===== src/verilog/adcc_pkg.sv =====
// constants, register map and types for the a/d conversion control block
// assumes a single 10 mhz core clock and a plain register port
// Summary of operation
// - each shared port b/c pin is digital i/o or analog input per the pin select field.
// - the a/d interrupt reaches the core only with global and a/d enables both set.
// - a start bit written 0 then 1 then 0 begins a conversion.
// - the busy flag falls at conversion end and the result is then valid.
// - a conversion takes 76 periods of the a/d clock from the start pulse.
// - conversion runs in hardware and never stalls the processor.
// - a zero pin select field makes all pins digital and powers the converter down.
// - the result is 8-bit unsigned, full scale ff, one step is supply over 256.
// - the a/d interrupt vectors only with interrupts enabled and a free stack entry.
// - every converter setting comes from run-time register writes only.
// - start raised and left high holds the converter in reset with busy at one.
// - each conversion end sets the a/d interrupt request flag.
// - the a/d clock is the core clock divided by 2 for code 00 and by 8 for 01.
// - the channel select field routes one analog input, its top bit written zero.
package adcc_pkg;
  localparam int ADDR_W = 4;
  localparam int DATA_W = 8;
  localparam logic [3:0] REG_RESULT = 4'h0;
  localparam logic [3:0] REG_CTRL = 4'h1;
  localparam logic [3:0] REG_SETUP = 4'h2;
  localparam logic [3:0] REG_INT_CONTROL_REG = 4'h3;
  // control register fields
  localparam int CTRL_START_BIT = 7;
  localparam int CTRL_BUSY_BIT = 6;
  localparam int CTRL_CHAN_LSB = 0;
  // setup register fields
  localparam int SETUP_PIN_LSB = 4;
  localparam int SETUP_DIV_LSB = 0;
  // interrupt control fields
  localparam int INT_CONTROL_REG_GIE_BIT = 0;
  localparam int INT_CONTROL_REG_ADC_INT_ENABLE_BIT = 1;
  localparam int INT_CONTROL_REG_ADF_BIT = 2;
  // conversion timing in a/d clock periods
  localparam logic [6:0] CONV_TICKS = 7'h4c;
  localparam logic [6:0] SAR_FIRST_TICK = 7'h44;
  localparam logic [6:0] SAR_LAST_TICK = 7'h4b;
  localparam logic [7:0] SAR_INIT = 8'h80;
  // divider terminal counts
  localparam logic [1:0] DIV_SEL_2 = 2'h0;
  localparam logic [2:0] DIV2_LAST = 3'h1;
  localparam logic [2:0] DIV8_LAST = 3'h7;
  // reset values
  localparam logic [3:0] PIN_SEL_RESET = 4'h0;
  localparam logic [1:0] DIV_SEL_RESET = 2'h0;
  localparam logic [3:0] CHAN_RESET = 4'h0;
  localparam int NUM_PINS = 16;

  typedef enum logic [1:0] {
    ADCC_IDLE = 2'b00,
    ADCC_HOLD = 2'b01,
    ADCC_CONV = 2'b10
  } adcc_phase_e;
endpackage : adcc_pkg


===== src/verilog/adcc_clk_div.sv =====
// a/d clock divider producing a one-cycle tick enable
// assumes run is low between conversions so each conversion starts aligned
`timescale 1ns/100ps
`default_nettype none
module adcc_clk_div (
  input wire logic core_clk_in,
  input wire logic resetn_in,
  input wire logic run_in,
  input wire logic [1:0] div_sel_in,
  output logic tick_out
);
  typedef struct packed {
    logic [2:0] cnt;
  } adcc_div_s;

  adcc_div_s s;
  adcc_div_s next_s;
  logic [2:0] last;

  // codes 10 and 11 are undefined, treated as divide by 8
  assign last = (div_sel_in == adcc_pkg::DIV_SEL_2) ?
                adcc_pkg::DIV2_LAST : adcc_pkg::DIV8_LAST;
  assign tick_out = run_in && (s.cnt == last);

  always_comb
  begin
    next_s = s;
    if (!run_in || tick_out)
    begin
      next_s.cnt = 3'h0;
    end
    else
    begin
      next_s.cnt = s.cnt + 3'h1;
    end
  end

  always_ff @(posedge core_clk_in or negedge resetn_in)
  begin
    if (!resetn_in)
    begin
      s <= '0;
    end
    else
    begin
      s <= next_s;
    end
  end
endmodule : adcc_clk_div
`default_nettype wire


===== src/verilog/adcc_top.sv =====
// successive approximation a/d conversion control with its registers
// assumes an external comparator and dac front end and a plain register port
//
// The address map and the strobed register port were decided locally.
`timescale 1ns/100ps
`default_nettype none
module adcc_top #(
  parameter int NUM_PINS = adcc_pkg::NUM_PINS
) (
  input wire logic core_clk_in,
  input wire logic resetn_in,
  input wire logic [3:0] reg_addr_in,
  input wire logic [7:0] reg_wdata_in,
  input wire logic reg_wr_in,
  input wire logic reg_rd_in,
  output logic [7:0] reg_rdata_out,
  input wire logic comparator_in,
  input wire logic stack_free_in,
  output logic [7:0] dac_code_out,
  output logic [3:0] adc_channel_out,
  output logic [NUM_PINS-1:0] analog_pin_en_out,
  output logic adc_power_out,
  output logic adc_irq_out
);
  typedef struct packed {
    adcc_pkg::adcc_phase_e phase;
    logic start;
    logic conversion_busy_flag;
    logic [3:0] analog_channel_select;
    logic [3:0] analog_pin_select;
    logic [1:0] adc_clock_divider_select;
    logic global_int_enable;
    logic adc_int_enable;
    logic adc_int_request;
    logic [6:0] tick_cnt;
    logic [7:0] sar;
    logic [7:0] result;
    logic [7:0] rdata;
  } adcc_state_s;

  adcc_state_s s;
  adcc_state_s next_s;
  logic tick;
  logic done;
  logic powered;
  logic [7:0] sar_next;
  logic [2:0] bit_idx;

  // pin select n enables inputs 0..n, zero enables none
  function automatic logic [NUM_PINS-1:0] pin_mask(input logic [3:0] sel);
    logic [NUM_PINS-1:0] m;
    m = '0;
    for (int i = 0; i < NUM_PINS; i++)
    begin
      if (sel != 4'h0 && i <= int'(sel))
      begin
        m[i] = 1'b1;
      end
    end
    return m;
  endfunction : pin_mask

  adcc_clk_div u_div (
    .core_clk_in(core_clk_in),
    .resetn_in(resetn_in),
    .run_in(s.phase == adcc_pkg::ADCC_CONV),
    .div_sel_in(s.adc_clock_divider_select),
    .tick_out(tick)
  );

  assign powered = (s.analog_pin_select != 4'h0);
  assign adc_power_out = powered;
  assign analog_pin_en_out = pin_mask(s.analog_pin_select);
  assign adc_channel_out = s.analog_channel_select;
  assign dac_code_out = s.sar;
  assign reg_rdata_out = s.rdata;
  // request gated by both enables and a free stack entry
  assign adc_irq_out = s.global_int_enable && s.adc_int_enable &&
                       s.adc_int_request && stack_free_in;
  assign done = tick && (s.phase == adcc_pkg::ADCC_CONV) &&
                (s.tick_cnt == adcc_pkg::CONV_TICKS - 7'h1);
  assign bit_idx = 3'(adcc_pkg::SAR_LAST_TICK - s.tick_cnt);

  // one bit decided per a/d clock in the last eight periods
  always_comb
  begin
    sar_next = s.sar;
    if (s.tick_cnt >= adcc_pkg::SAR_FIRST_TICK &&
        s.tick_cnt <= adcc_pkg::SAR_LAST_TICK)
    begin
      if (!comparator_in)
      begin
        sar_next[bit_idx] = 1'b0;
      end
      if (bit_idx != 3'h0)
      begin
        sar_next[bit_idx - 3'h1] = 1'b1;
      end
    end
  end

  always_comb
  begin
    next_s = s;
    next_s.rdata = 8'h00;
    // all settings come from register writes, no fixed options
    if (reg_wr_in)
    begin
      case (reg_addr_in)
        adcc_pkg::REG_CTRL:
        begin
          next_s.analog_channel_select =
            reg_wdata_in[adcc_pkg::CTRL_CHAN_LSB +: 4];
          next_s.start = reg_wdata_in[adcc_pkg::CTRL_START_BIT];
          if (!s.start && reg_wdata_in[adcc_pkg::CTRL_START_BIT])
          begin
            next_s.phase = adcc_pkg::ADCC_HOLD;
            next_s.conversion_busy_flag = 1'b1;
          end
          else if (s.start && !reg_wdata_in[adcc_pkg::CTRL_START_BIT])
          begin
            if (powered)
            begin
              next_s.phase = adcc_pkg::ADCC_CONV;
              next_s.tick_cnt = 7'h00;
              next_s.sar = adcc_pkg::SAR_INIT;
            end
            else
            begin
              next_s.phase = adcc_pkg::ADCC_IDLE;
            end
          end
        end
        adcc_pkg::REG_SETUP:
        begin
          next_s.analog_pin_select =
            reg_wdata_in[adcc_pkg::SETUP_PIN_LSB +: 4];
          next_s.adc_clock_divider_select =
            reg_wdata_in[adcc_pkg::SETUP_DIV_LSB +: 2];
        end
        adcc_pkg::REG_INT_CONTROL_REG:
        begin
          next_s.global_int_enable = reg_wdata_in[adcc_pkg::INT_CONTROL_REG_GIE_BIT];
          next_s.adc_int_enable = reg_wdata_in[adcc_pkg::INT_CONTROL_REG_ADC_INT_ENABLE_BIT];
          next_s.adc_int_request = reg_wdata_in[adcc_pkg::INT_CONTROL_REG_ADF_BIT];
        end
        default:
        begin
          next_s.rdata = 8'h00;
        end
      endcase
    end
    // conversion advances on a/d clock ticks, the core keeps running
    if (s.phase == adcc_pkg::ADCC_CONV && next_s.phase == s.phase)
    begin
      if (!powered)
      begin
        next_s.phase = adcc_pkg::ADCC_IDLE;
      end
      else if (tick)
      begin
        next_s.sar = sar_next;
        next_s.tick_cnt = s.tick_cnt + 7'h1;
        if (done)
        begin
          next_s.result = sar_next;
          next_s.conversion_busy_flag = 1'b0;
          next_s.phase = adcc_pkg::ADCC_IDLE;
          next_s.tick_cnt = 7'h00;
        end
      end
    end
    // flag set by hardware wins over a software clear
    if (done && powered)
    begin
      next_s.adc_int_request = 1'b1;
    end
    if (reg_rd_in)
    begin
      case (reg_addr_in)
        adcc_pkg::REG_RESULT:
        begin
          next_s.rdata = s.result;
        end
        adcc_pkg::REG_CTRL:
        begin
          next_s.rdata = {s.start, s.conversion_busy_flag, 2'b00,
                          s.analog_channel_select};
        end
        adcc_pkg::REG_SETUP:
        begin
          next_s.rdata = {s.analog_pin_select, 2'b00,
                          s.adc_clock_divider_select};
        end
        adcc_pkg::REG_INT_CONTROL_REG:
        begin
          next_s.rdata = {5'h00, s.adc_int_request, s.adc_int_enable,
                          s.global_int_enable};
        end
        default:
        begin
          next_s.rdata = 8'h00;
        end
      endcase
    end
  end

  always_ff @(posedge core_clk_in or negedge resetn_in)
  begin
    if (!resetn_in)
    begin
      s <= '0;
    end
    else
    begin
      s <= next_s;
    end
  end

  // checks
  logic [9:0] conv_clks;

  always_ff @(posedge core_clk_in or negedge resetn_in)
  begin
    if (!resetn_in)
    begin
      conv_clks <= 10'h000;
    end
    else if (s.phase == adcc_pkg::ADCC_CONV)
    begin
      conv_clks <= conv_clks + 10'h001;
    end
    else
    begin
      conv_clks <= 10'h000;
    end
  end
endmodule : adcc_top
`default_nettype wire


===== config.mk =====
export PLATFORM = sky130hd
export DESIGN_NAME = adcc_top
export DESIGN_NICKNAME = d
export VERILOG_FILES = /design/src/verilog/adcc_pkg.sv /design/src/verilog/adcc_clk_div.sv /design/src/verilog/adcc_top.sv
export SDC_FILE = /design/constraint.sdc
export NUM_CORES = 1
export LEC_CHECK = 0
export BUFFER_PORTS_ARGS = -buffer_cell sky130_fd_sc_hd__buf_2
export CORE_MARGIN = 4
export CORE_UTILIZATION = 56
export CTS_CLUSTER_SIZE = 14
export DETAILED_ROUTE_END_ITERATION = 10
export PLACE_DENSITY = 0.8
export RECOVER_POWER = 100
export REMOVE_ABC_BUFFERS = 1
export SYNTH_ARGS = -nofsm -noshare
export SYNTH_HDL_FRONTEND = slang
export SYNTH_HIERARCHICAL = 1
export SYNTH_SLANG_ARGS = --single-unit

===== constraint.sdc =====
create_clock -name core_clk_in -period 4.9 [get_ports core_clk_in]
set_clock_uncertainty 0.15 [all_clocks]
set_input_delay 0.49 -clock core_clk_in [delete_from_list [all_inputs] [get_ports core_clk_in]]
set_output_delay 0.49 -clock core_clk_in [all_outputs]
set_load 0.005 [all_outputs]

==> impl_metrics.json, run 1 <==
{
  "yosys-top-cells-area": "dfrtp_1 45%, mux2_2 5.9%, buf_4 5.5%, nor2_1 4.0%, nand2_1 2.8%",
  "gp_congestion": 0.865,
  "synth_edf_count": 0,
  "first_iter_violations": 102,
  "fill_cells": 423,
  "vias": 2214,
  "start_util": 0.590,
  "synth-xor-area-share": 0.00616,
  "synth_top_flop_cell": "dfrtp_1",
  "p_leak_uw": 0.00136,
  "grt_pass1_wl_um": 10200,
  "max_slew_margin": -0.743,
  "finalHoldViolCount": 0,
  "yosys_register_bits": 51,
  "fin_setup_tns_ns": 0,
  "synthSimpleGateAreaFrac": 0.202,
  "synthCells": 286,
  "final.period_utilization": 0.688,
  "routed_wl_um": 6110,
  "crit_required_ns": 4.94,
  "yosysTopAreaCell": "dfrtp_1",
  "path_clk_slew_ns": 0.09,
  "fmax_mhz": 297,
  "drtAntennaViolNets": 0,
  "nNetsFinal": 338,
  "cts_root_buffer": "clkbuf_8",
  "ctsResizeCount": 0,
  "synth_top_family_by_area": "simple AND/OR/NAND/NOR gates",
  "clock_path_buffers": 2,
  "final_util": 0.635,
  "drv_cap": 1,
  "grt_use_total": 0.205,
  "synth_cell_types": 58,
  "synth_area_per_cell_sq_um": 9.94,
  "antenna_found_initial": 0,
  "synth_commonest_cells": "51 x dfrtp_1, 30 x nor2_1, 21 x buf_4, 21 x nand2_1, 15 x mux2_2",
  "synthMuxAreaShare": 0.100,
  "dieHeight_um": 79.2,
  "synth_warnings": 6,
  "setup_viol_count_final": 0,
  "hpwl_um": 4570,
  "cts_hold_buffers": 0,
  "synth_compound_area_frac": 0.147,
  "tightestPinTransition_ns": 2.61,
  "fin_ws_ns": 1.53,
  "worst-setup-path-type": "reg2reg",
  "dp.cells": 377,
  "power.density_nw_per_um2": 380,
  "grt-ovfl-total": 0,
  "synth.most_common_cell": "dfrtp_1",
  "async_flop_share": 1.00,
  "port_buffers": 55,
  "clock-sinks": 51,
  "clock_latency_ns": 0.30,
  "io-pin-count": 56,
  "ir_drop_v": 0.000224,
  "numCtsBuffers": 5,
  "die-area_sq_um": 6280,
  "grt_pass1_vias": 2144,
  "status": "complete, but fails checks",
  "drcViolationCount": 0,
  "diodes": 0,
  "core_sq_um": 4820,
  "htreeDepth": 2,
  "netlist_area_sq_um": 2840,
  "synthAdderAreaFrac": 0.0132,
  "worst_setup_path_end_kind": "register",
  "ys_seq_area_frac": 0.449,
  "rows": 25,
  "postCtsSetupBuffers": 0,
  "violations": "max-capacitance violations, max-slew violations",
  "cp-start-kind": "register",
  "multiInputGateArea_sq_um": 1320,
  "die_w_um": 79.2,
  "hold_class": "in2reg",
  "critPathArrivalTime_ns": 3.41,
  "avgRoutedWirePerCell_um": 15.9,
  "register_area_sq_um": 1280,
  "drive_above_1_share": 0.226,
  "via_per_inst": 5.75,
  "worstPathMaxFanout": 11,
  "grt_setup_unrepaired": "false",
  "grt_max_degree": 52,
  "final_cells": 385,
  "area_delta_synth_final_pct": 7.66,
  "slew_viol_final": 52,
  "cts_tree": "yes",
  "pre_cts_ws_ns": 1.72,
  "firstDrtPassIters": 4,
  "synthDominantCellAreaShare": 0.449,
  "period_minus_slack_ns": 3.37
}
==> registers in the layout (all words and copies together), names as in the netlist <==
signal and count:
dac_code_out 8, u_div/s 3, adc_channel_out 4, s 28, reg_rdata_out 8
==> final timing paths <==
check | slack, ns | end | cells past startpoint | start
setup / recovery | 1.53 | s[15] | 7 | u_div/s[2]
hold reg to reg | 0.31 | u_div/s[0] | 1 | u_div/s[0]
setup reg to reg | 1.53 | s[15] | 7 | u_div/s[2]
min in group asynchronous | 0.85 | adc_channel_out[1] | 1 | resetn_in
hold / removal | 0.27 | adc_channel_out[3] | 2 | reg_wdata_in[3]
max in group asynchronous | 2.27 | reg_rdata_out[4] | 1 | resetn_in
==> critical path: stages (launching register included) <==
cell      delay [ns]
dfrtp_1         0.43
or4_1           0.52
a21boi_0        0.30
and2_0          0.20
and3b_1         0.22
nand2_1         0.17
nor3_1          0.86
mux2_2          0.42
==> area by class of cell <==
cell class / count / share of cell area
clock buffer: 5 / 0.0225
clock inverter: 3 / 0.00654
tap: 67 / 0.0274
sequential: 51 / 0.417
inverter: 9 / 0.0110
timing repair buffer: 55 / 0.0838
multi-input combinational: 195 / 0.431
==> logic make-up after synthesis <==
kind of cell,after synthesis
xor gates and xnor gates,2
adders and majority gates,3
and+or+nand+nor,106
AOI/OAI and AO/OA,60
muxes,24
DFF,51
buffers and inverters,40
==> cells in the final DEF (no fill, tap or decap), drive strengths merged, types with 7 or more instances in the layout <==
cell and count:
buf 38, nand2 22, o21ai 14, nor3 8
inv 8, mux2i 7, mux2 15, a31oi 9
clkbuf 22, nor2 30, dfrtp 51, a21oi 10
nand3 9
==> layer usage <==
layer / track usage / vias to the layer above / wire (um)
met1: 0.271 / 1062 / 2670
met2: 0.331 / 76 / 2890
li1: - / 1064 / -
met4: 0.0962 / 0 / 146
met3: 0.0329 / 12 / 398
met5: 0 / - / 0
==> report_power, final <==
group          internal, uW  leakage (uW)  switching, uW
Sequential              484      0.000638           88.0
Clock                  99.5     0.0000402            135
Combinational           169      0.000684            186
==> metrics by stage <==
stage	instance area (sq um)	hold WS [ns]	total power, uW
after global routing	3060	0.264	1240
after global placement	3000	0.303	925
final	3060	0.269	1160
after floorplan	2640	0.0444	799
after detailed placement	3000	0.295	941
after CTS	3090	0.256	1180
Power figures use the tool's default switching activity.
==> inputs of run 2 (changes only) <==
Settings changed: ABC_AREA from default to 1, CORE_UTILIZATION 56 to 50, PLACE_DENSITY 0.8 to 0.75.
Clock period 4.9 ns to 2.8 ns, I/O delays scaled along.
==> run 2 against run 1 <==
Net effect:
- the run now ends clean
- fmax rose by 46%
- critical path type unchanged
- sequential cell count did not move
- utilization fell by 6.6 points
- critical endpoint is now s[29]
- sequential share of layout area down 2.2 points
- cell count grew 32%
- first-iteration DRC count is 15% higher
- register-to-register slack got worse by 1.0 ns
- critical path depth rose by 3
- highest routed layer unchanged
- area after synthesis up 5.7%
- worst setup slack got worse by 1.0 ns
- worst hold slack got worse by 0.25 ns
==> impl_metrics.json, run 2 <==
{
  "status": "complete, no violations",
  "max_slew_margin": 0.175,
  "grt_util_met3": 0.0307,
  "die-area_sq_um": 7310,
  "fin_ws_ns": 0.494,
  "hold_depth": 3,
  "grt_setup_unrepaired": "false",
  "vias": 2545,
  "final_common_cell": "nand2_1",
  "yosys-top-cells-area": "dfrtp_1 43%, nand2_1 19%, buf_4 5.2%, o21ai_0 5.2%, inv_1 5.1%",
  "worstPathMaxFanout": 9,
  "pre_cts_ws_ns": 0.786,
  "holdPathEnd": "adc_channel_out[3]",
  "nNetsFinal": 455,
  "synth.most_common_cell": "nand2_1",
  "synthSimpleGateAreaFrac": 0.329,
  "final.period_utilization": 0.824,
  "die_w_um": 85.5,
  "worst-setup-path-type": "reg2reg",
  "synthCells": 394,
  "async_flop_share": 1.00,
  "crit_required_ns": 2.84,
  "synthMuxAreaShare": 0.00375,
  "reg2regPathDepth": 10,
  "grt_use_total": 0.180,
  "area_delta_synth_final_pct": 7.50,
  "fmax_mhz": 434,
  "antenna_found_initial": 0,
  "via_per_inst": 5.02,
  "cp-start-kind": "register",
  "clock_path_buffers": 2,
  "grt_pass1_vias": 2447,
  "path_clk_slew_ns": 0.10,
  "cts_tree": "yes",
  "yosys_register_bits": 51,
  "firstDrtPassIters": 4,
  "setup_viol_count_final": 0,
  "port_buffers": 55,
  "synth-xor-area-share": 0.0146,
  "p_leak_uw": 0.00174,
  "power.density_nw_per_um2": 538,
  "clock-sinks": 51,
  "ys_seq_area_frac": 0.425,
  "numCtsBuffers": 5,
  "largest_reg_flops": 28,
  "critPathArrivalTime_ns": 2.34,
  "grt_pass1_wl_um": 10900,
  "period_minus_slack_ns": 2.31,
  "top_register": "s",
  "r2r_end": "s[29]",
  "synthAdderAreaFrac": 0.0125,
  "hold_class": "in2reg",
  "cts_root_buffer": "clkbuf_8",
  "synth_cell_types": 32,
  "yosysTopAreaCell": "dfrtp_1",
  "fin_setup_tns_ns": 0,
  "routed_wl_um": 6290,
  "grt_max_degree": 52,
  "critPathLaunch": "s[34]",
  "r2r_start": "s[34]",
  "finalHoldViolCount": 0,
  "synth_edf_count": 0,
  "netlist_area_sq_um": 3000,
  "start_util": 0.529,
  "synth_area_per_cell_sq_um": 7.62,
  "drtAntennaViolNets": 0,
  "synth_top_family_by_area": "simple AND/OR/NAND/NOR gates",
  "reg2reg_setup_slack_ns": 0.49,
  "htreeDepth": 2,
  "final_cell_mix": "154 x nand2_1, 51 x dfrtp_1, 41 x inv_1",
  "use_met1": 0.243,
  "hp-start": "reg_wdata_in[3]",
  "ir_drop_v": 0.000365,
  "gp_congestion": 0.959,
  "first_iter_violations": 117,
  "dieHeight_um": 85.5,
  "drcViolationCount": 0,
  "diodes": 0,
  "worst_setup_path_end_kind": "register",
  "synth_compound_area_frac": 0.0963,
  "synth_top_flop_cell": "dfrtp_1",
  "core_sq_um": 5680,
  "hpwl_um": 4830,
  "slew_viol_final": 0,
  "grt-ovfl-total": 0,
  "avgRoutedWirePerCell_um": 12.4,
  "tightestPinTransition_ns": 1.24,
  "io-pin-count": 56,
  "use_met2": 0.302,
  "clock_latency_ns": 0.30,
  "drv_cap": 0,
  "rows": 27,
  "busiest_layer": "met2",
  "synthDominantCellAreaShare": 0.425,
  "synth_commonest_cells": "151 x nand2_1, 51 x dfrtp_1, 41 x inv_1",
  "drive_above_1_share": 0.161,
  "synth_warnings": 6
}
-- run 2: how the worst max path moves through the flow --
stage	endpoint
6_report	s[29]
3_5_place_dp	s[26]
5_1_grt	s[29]
3_3_place_gp	s[13]
2_1_floorplan	dac_code_out[5]
4_1_cts	s[26]
-- run 2: kinds of logic after synthesis --
| logic type | after synthesis |
|---|---|
| flip-flops | 51 |
| multiplexers | 1 |
| adder cells (fa/ha/maj) | 3 |
| AND/OR/NAND/NOR | 213 |
| buffers and inverters | 72 |
| AO/OA/AOI/OAI | 49 |
| XOR/XNOR | 5 |
-- run 2: routing by layer --
layer  wire length (um)  vias to the layer above
li1                   -                     1297
met1               2910                     1164
met2               2870                       75
met3                434                        9
met4                 77                        0
met5                  0                        -
-- run 2: worst max-delay path, cell delays in order, from the launching register on --
cell,delay (ns)
dfrtp_1,0.43
o21ai_0,0.22
nand3_2,0.11
nor2_1,0.19
nand2_1,0.14
inv_1,0.12
nand3_2,0.08
nand2_1,0.17
clkinvlp_2,0.39
nand2_1,0.15
nand2_1,0.06
-- run 2: where the power goes --
part | switching, uW | total (uW) | internal, uW
registers | 74.0 | 882 | 808
logic | 269 | 426 | 157
clock network | 250 | 429 | 179
total | 593 | 1740 | 1140
-- run 2: area by class of cell --
cell class	count	area, sq um
fillers	555	2450
multi-input cells	271	1320
flip-flops and latches	51	1280
repair buffers	57	268
inverters	48	186
well taps	72	90.1
clock buffers	5	68.8
clock inverters	3	23.8
-- run 2: repair_timing --
action                                 CTS  global route
buffers inserted                         0             0
gates resized for setup                  0             0
hold buffers                             1             0
endpoints found under the hold margin   51             0
-- run 2: stage by stage --
step	cells	total power (uW)	instance area (sq um)	hold WS, ns	utilization
after floorplan	370	1180	2830	-0.166	-
after global placement	498	1330	3210	0.283	0.565
after detailed placement	498	1340	3210	0.286	0.565
after CTS	507	1780	3310	0.0129	0.583
after global routing	507	1870	3230	0.0334	0.569
final	507	1740	3230	0.0182	0.569
==> inputs of run 3 (changes only) <==
Settings changed: CORE_UTILIZATION 50 to 56, PLACE_DENSITY 0.75 to 0.79.
Clock period 2.8 ns to 2.15 ns, I/O delays scaled along.
==> run 3 against run 2 <==
Net effect:
- die area fell by 9.7%
- global-route usage grew 3.3 points
- via count rose by 1.8%
- first-iteration DRC count is 27% higher
- combinational power grew 40%
- sequential power rose by 29%
- non-clock buffer count grew 8
- cell count is 1.2% higher
- utilization increased by 7.0 points
==> impl_metrics.json, run 3 (synthesized netlist as in run 2, its figures left out) <==
{
  "status": "complete, no violations",
  "fin_setup_tns_ns": 0,
  "drv_cap": 0,
  "gp_congestion": 0.906,
  "via_per_inst": 5.05,
  "hold_ws_ns": 0.0235,
  "die_w_um": 81.2,
  "busiest_layer": "met2",
  "worstPathMaxFanout": 10,
  "vias": 2591,
  "tightestPinTransition_ns": 1.20,
  "pre_cts_ws_ns": 0.222,
  "worst_path_most_repeated_cell": "nand2_1",
  "routed_wl_um": 6630,
  "grt_use_total": 0.213,
  "p_leak_uw": 0.00172,
  "grt_max_degree": 24,
  "first_iter_violations": 149,
  "post-route-cell-area_sq_um": 3290,
  "port_buffers": 55,
  "worst_setup_path_end_kind": "register",
  "crit_chain": "ha_1 > nand4_1 > inv_1 > nand4_2 > nor2_4 > inv_4 > nand2_1 > nand2_1",
  "power.density_nw_per_um2": 699,
  "cts_tree": "yes",
  "start_util": 0.584,
  "fmax_mhz": 510,
  "io-pin-count": 56,
  "final_common_cell": "nand2_1",
  "fill_cells": 491,
  "top_register": "s",
  "slew_viol_final": 0,
  "hold_class": "in2reg",
  "nNetsFinal": 463,
  "fin_ws_ns": 0.191,
  "final.period_utilization": 0.911,
  "largest_reg_flops": 28,
  "grt_pass1_vias": 2463,
  "clock-sinks": 51,
  "hpwl_um": 5060,
  "clock_path_buffers": 2,
  "grt_util_met3": 0.0355,
  "setup_viol_count_final": 0,
  "use_met1": 0.266,
  "htreeDepth": 2,
  "period_minus_slack_ns": 1.96,
  "postCtsSetupBuffers": 0,
  "numCtsBuffers": 5,
  "slowest_stage": "dfrtp_1",
  "drtAntennaViolNets": 0,
  "dieHeight_um": 81.2,
  "finalHoldViolCount": 0,
  "max_slew_margin": 0.201,
  "placed_cell_area_sq_um": 3230,
  "crit_required_ns": 2.20,
  "use_met2": 0.367,
  "avgRoutedWirePerCell_um": 12.9,
  "core_sq_um": 5140,
  "ir_drop_v": 0.000322,
  "critical_path.max_stage_delay_ns": 0.46,
  "firstDrtPassIters": 4,
  "rows": 26,
  "drcViolationCount": 0,
  "grt-ovfl-total": 0,
  "diodes": 0,
  "antenna_found_initial": 0,
  "grt_setup_unrepaired": "false",
  "path_clk_slew_ns": 0.09,
  "final_util": 0.639,
  "die-area_sq_um": 6600,
  "critPathArrivalTime_ns": 2.01,
  "clock_latency_ns": 0.31,
  "final_cell_mix": "153 x nand2_1, 51 x dfrtp_1, 41 x inv_1",
  "cp-start-kind": "register",
  "area_delta_synth_final_pct": 9.42,
  "drive_above_1_share": 0.144,
  "cts_root_buffer": "clkbuf_8",
  "grt_pass1_wl_um": 11000,
  "worst-setup-path-type": "reg2reg"
}
## run 3: routing by layer
layer | up-vias | part of all wire | wire length [um]
li1 | 1305 | - | -
met1 | 1192 | 0.45 | 3000
met2 | 80 | 0.47 | 3130
met3 | 14 | 0.054 | 355
met4 | 0 | 0.022 | 148
met5 | - | 0 | 0
## run 3: path summary, 6_finish.rpt
kind                            startpoint         endpoint  slack, ns  depth (start not counted)
setup / recovery                     s[25]             s[8]       0.19                          8
hold / removal             reg_wdata_in[6]            s[38]       0.02                          3
setup reg to reg                     s[25]             s[8]       0.19                          8
hold reg to reg                 u_div/s[0]       u_div/s[0]       0.33                          1
max in group asynchronous        resetn_in  dac_code_out[6]       0.34                          3
min in group asynchronous        resetn_in            s[37]       0.52                          2
## run 3: cell type report
| cell class | count | area, sq um | area share |
|---|---|---|---|
| multi-input cells | 271 | 1320 | 0.401 |
| inverters | 48 | 188 | 0.0571 |
| repair buffers | 65 | 324 | 0.0986 |
| flip-flops and latches | 51 | 1280 | 0.388 |
| clock inverters | 3 | 23.8 | 0.00724 |
| clock buffers | 5 | 68.8 | 0.0209 |
| well taps | 70 | 87.6 | 0.0267 |
## run 3: power by group
group / total (uW) / internal (uW) / leakage (uW) / switching [uW]
Clock: 560 / 233 / 0.0000408 / 327
Combinational: 595 / 215 / 0.00102 / 380
Sequential: 1140 / 1050 / 0.000660 / 89.5
Total: 2300 / 1500 / 0.00172 / 797
## run 3: metrics by stage
| step | power, uW | instances |
|---|---|---|
| 4_1_cts | 2330 | 513 |
| 2_1_floorplan | 1530 | 370 |
| 3_5_place_dp | 1770 | 499 |
| 6_report | 2300 | 513 |
| 5_1_grt | 2450 | 513 |
| 3_3_place_gp | 1750 | 499 |
## run 3: worst max-delay path, delay by kind of cell (launching register included)
family / cells / cell delay, ns
adders and majority gates: 1 / 0.24
DFF: 1 / 0.46
and+or+nand+nor: 5 / 0.76
buffers and inverters: 2 / 0.25
## run 3: what timing repair did
| item | in CTS | in global routing |
|---|---|---|
| endpoints found under the setup margin | 0 | 9 |
| gates resized for setup | 0 | 1 |
| hold buffers | 6 | 0 |
| endpoints found under the hold margin | 28 | 0 |
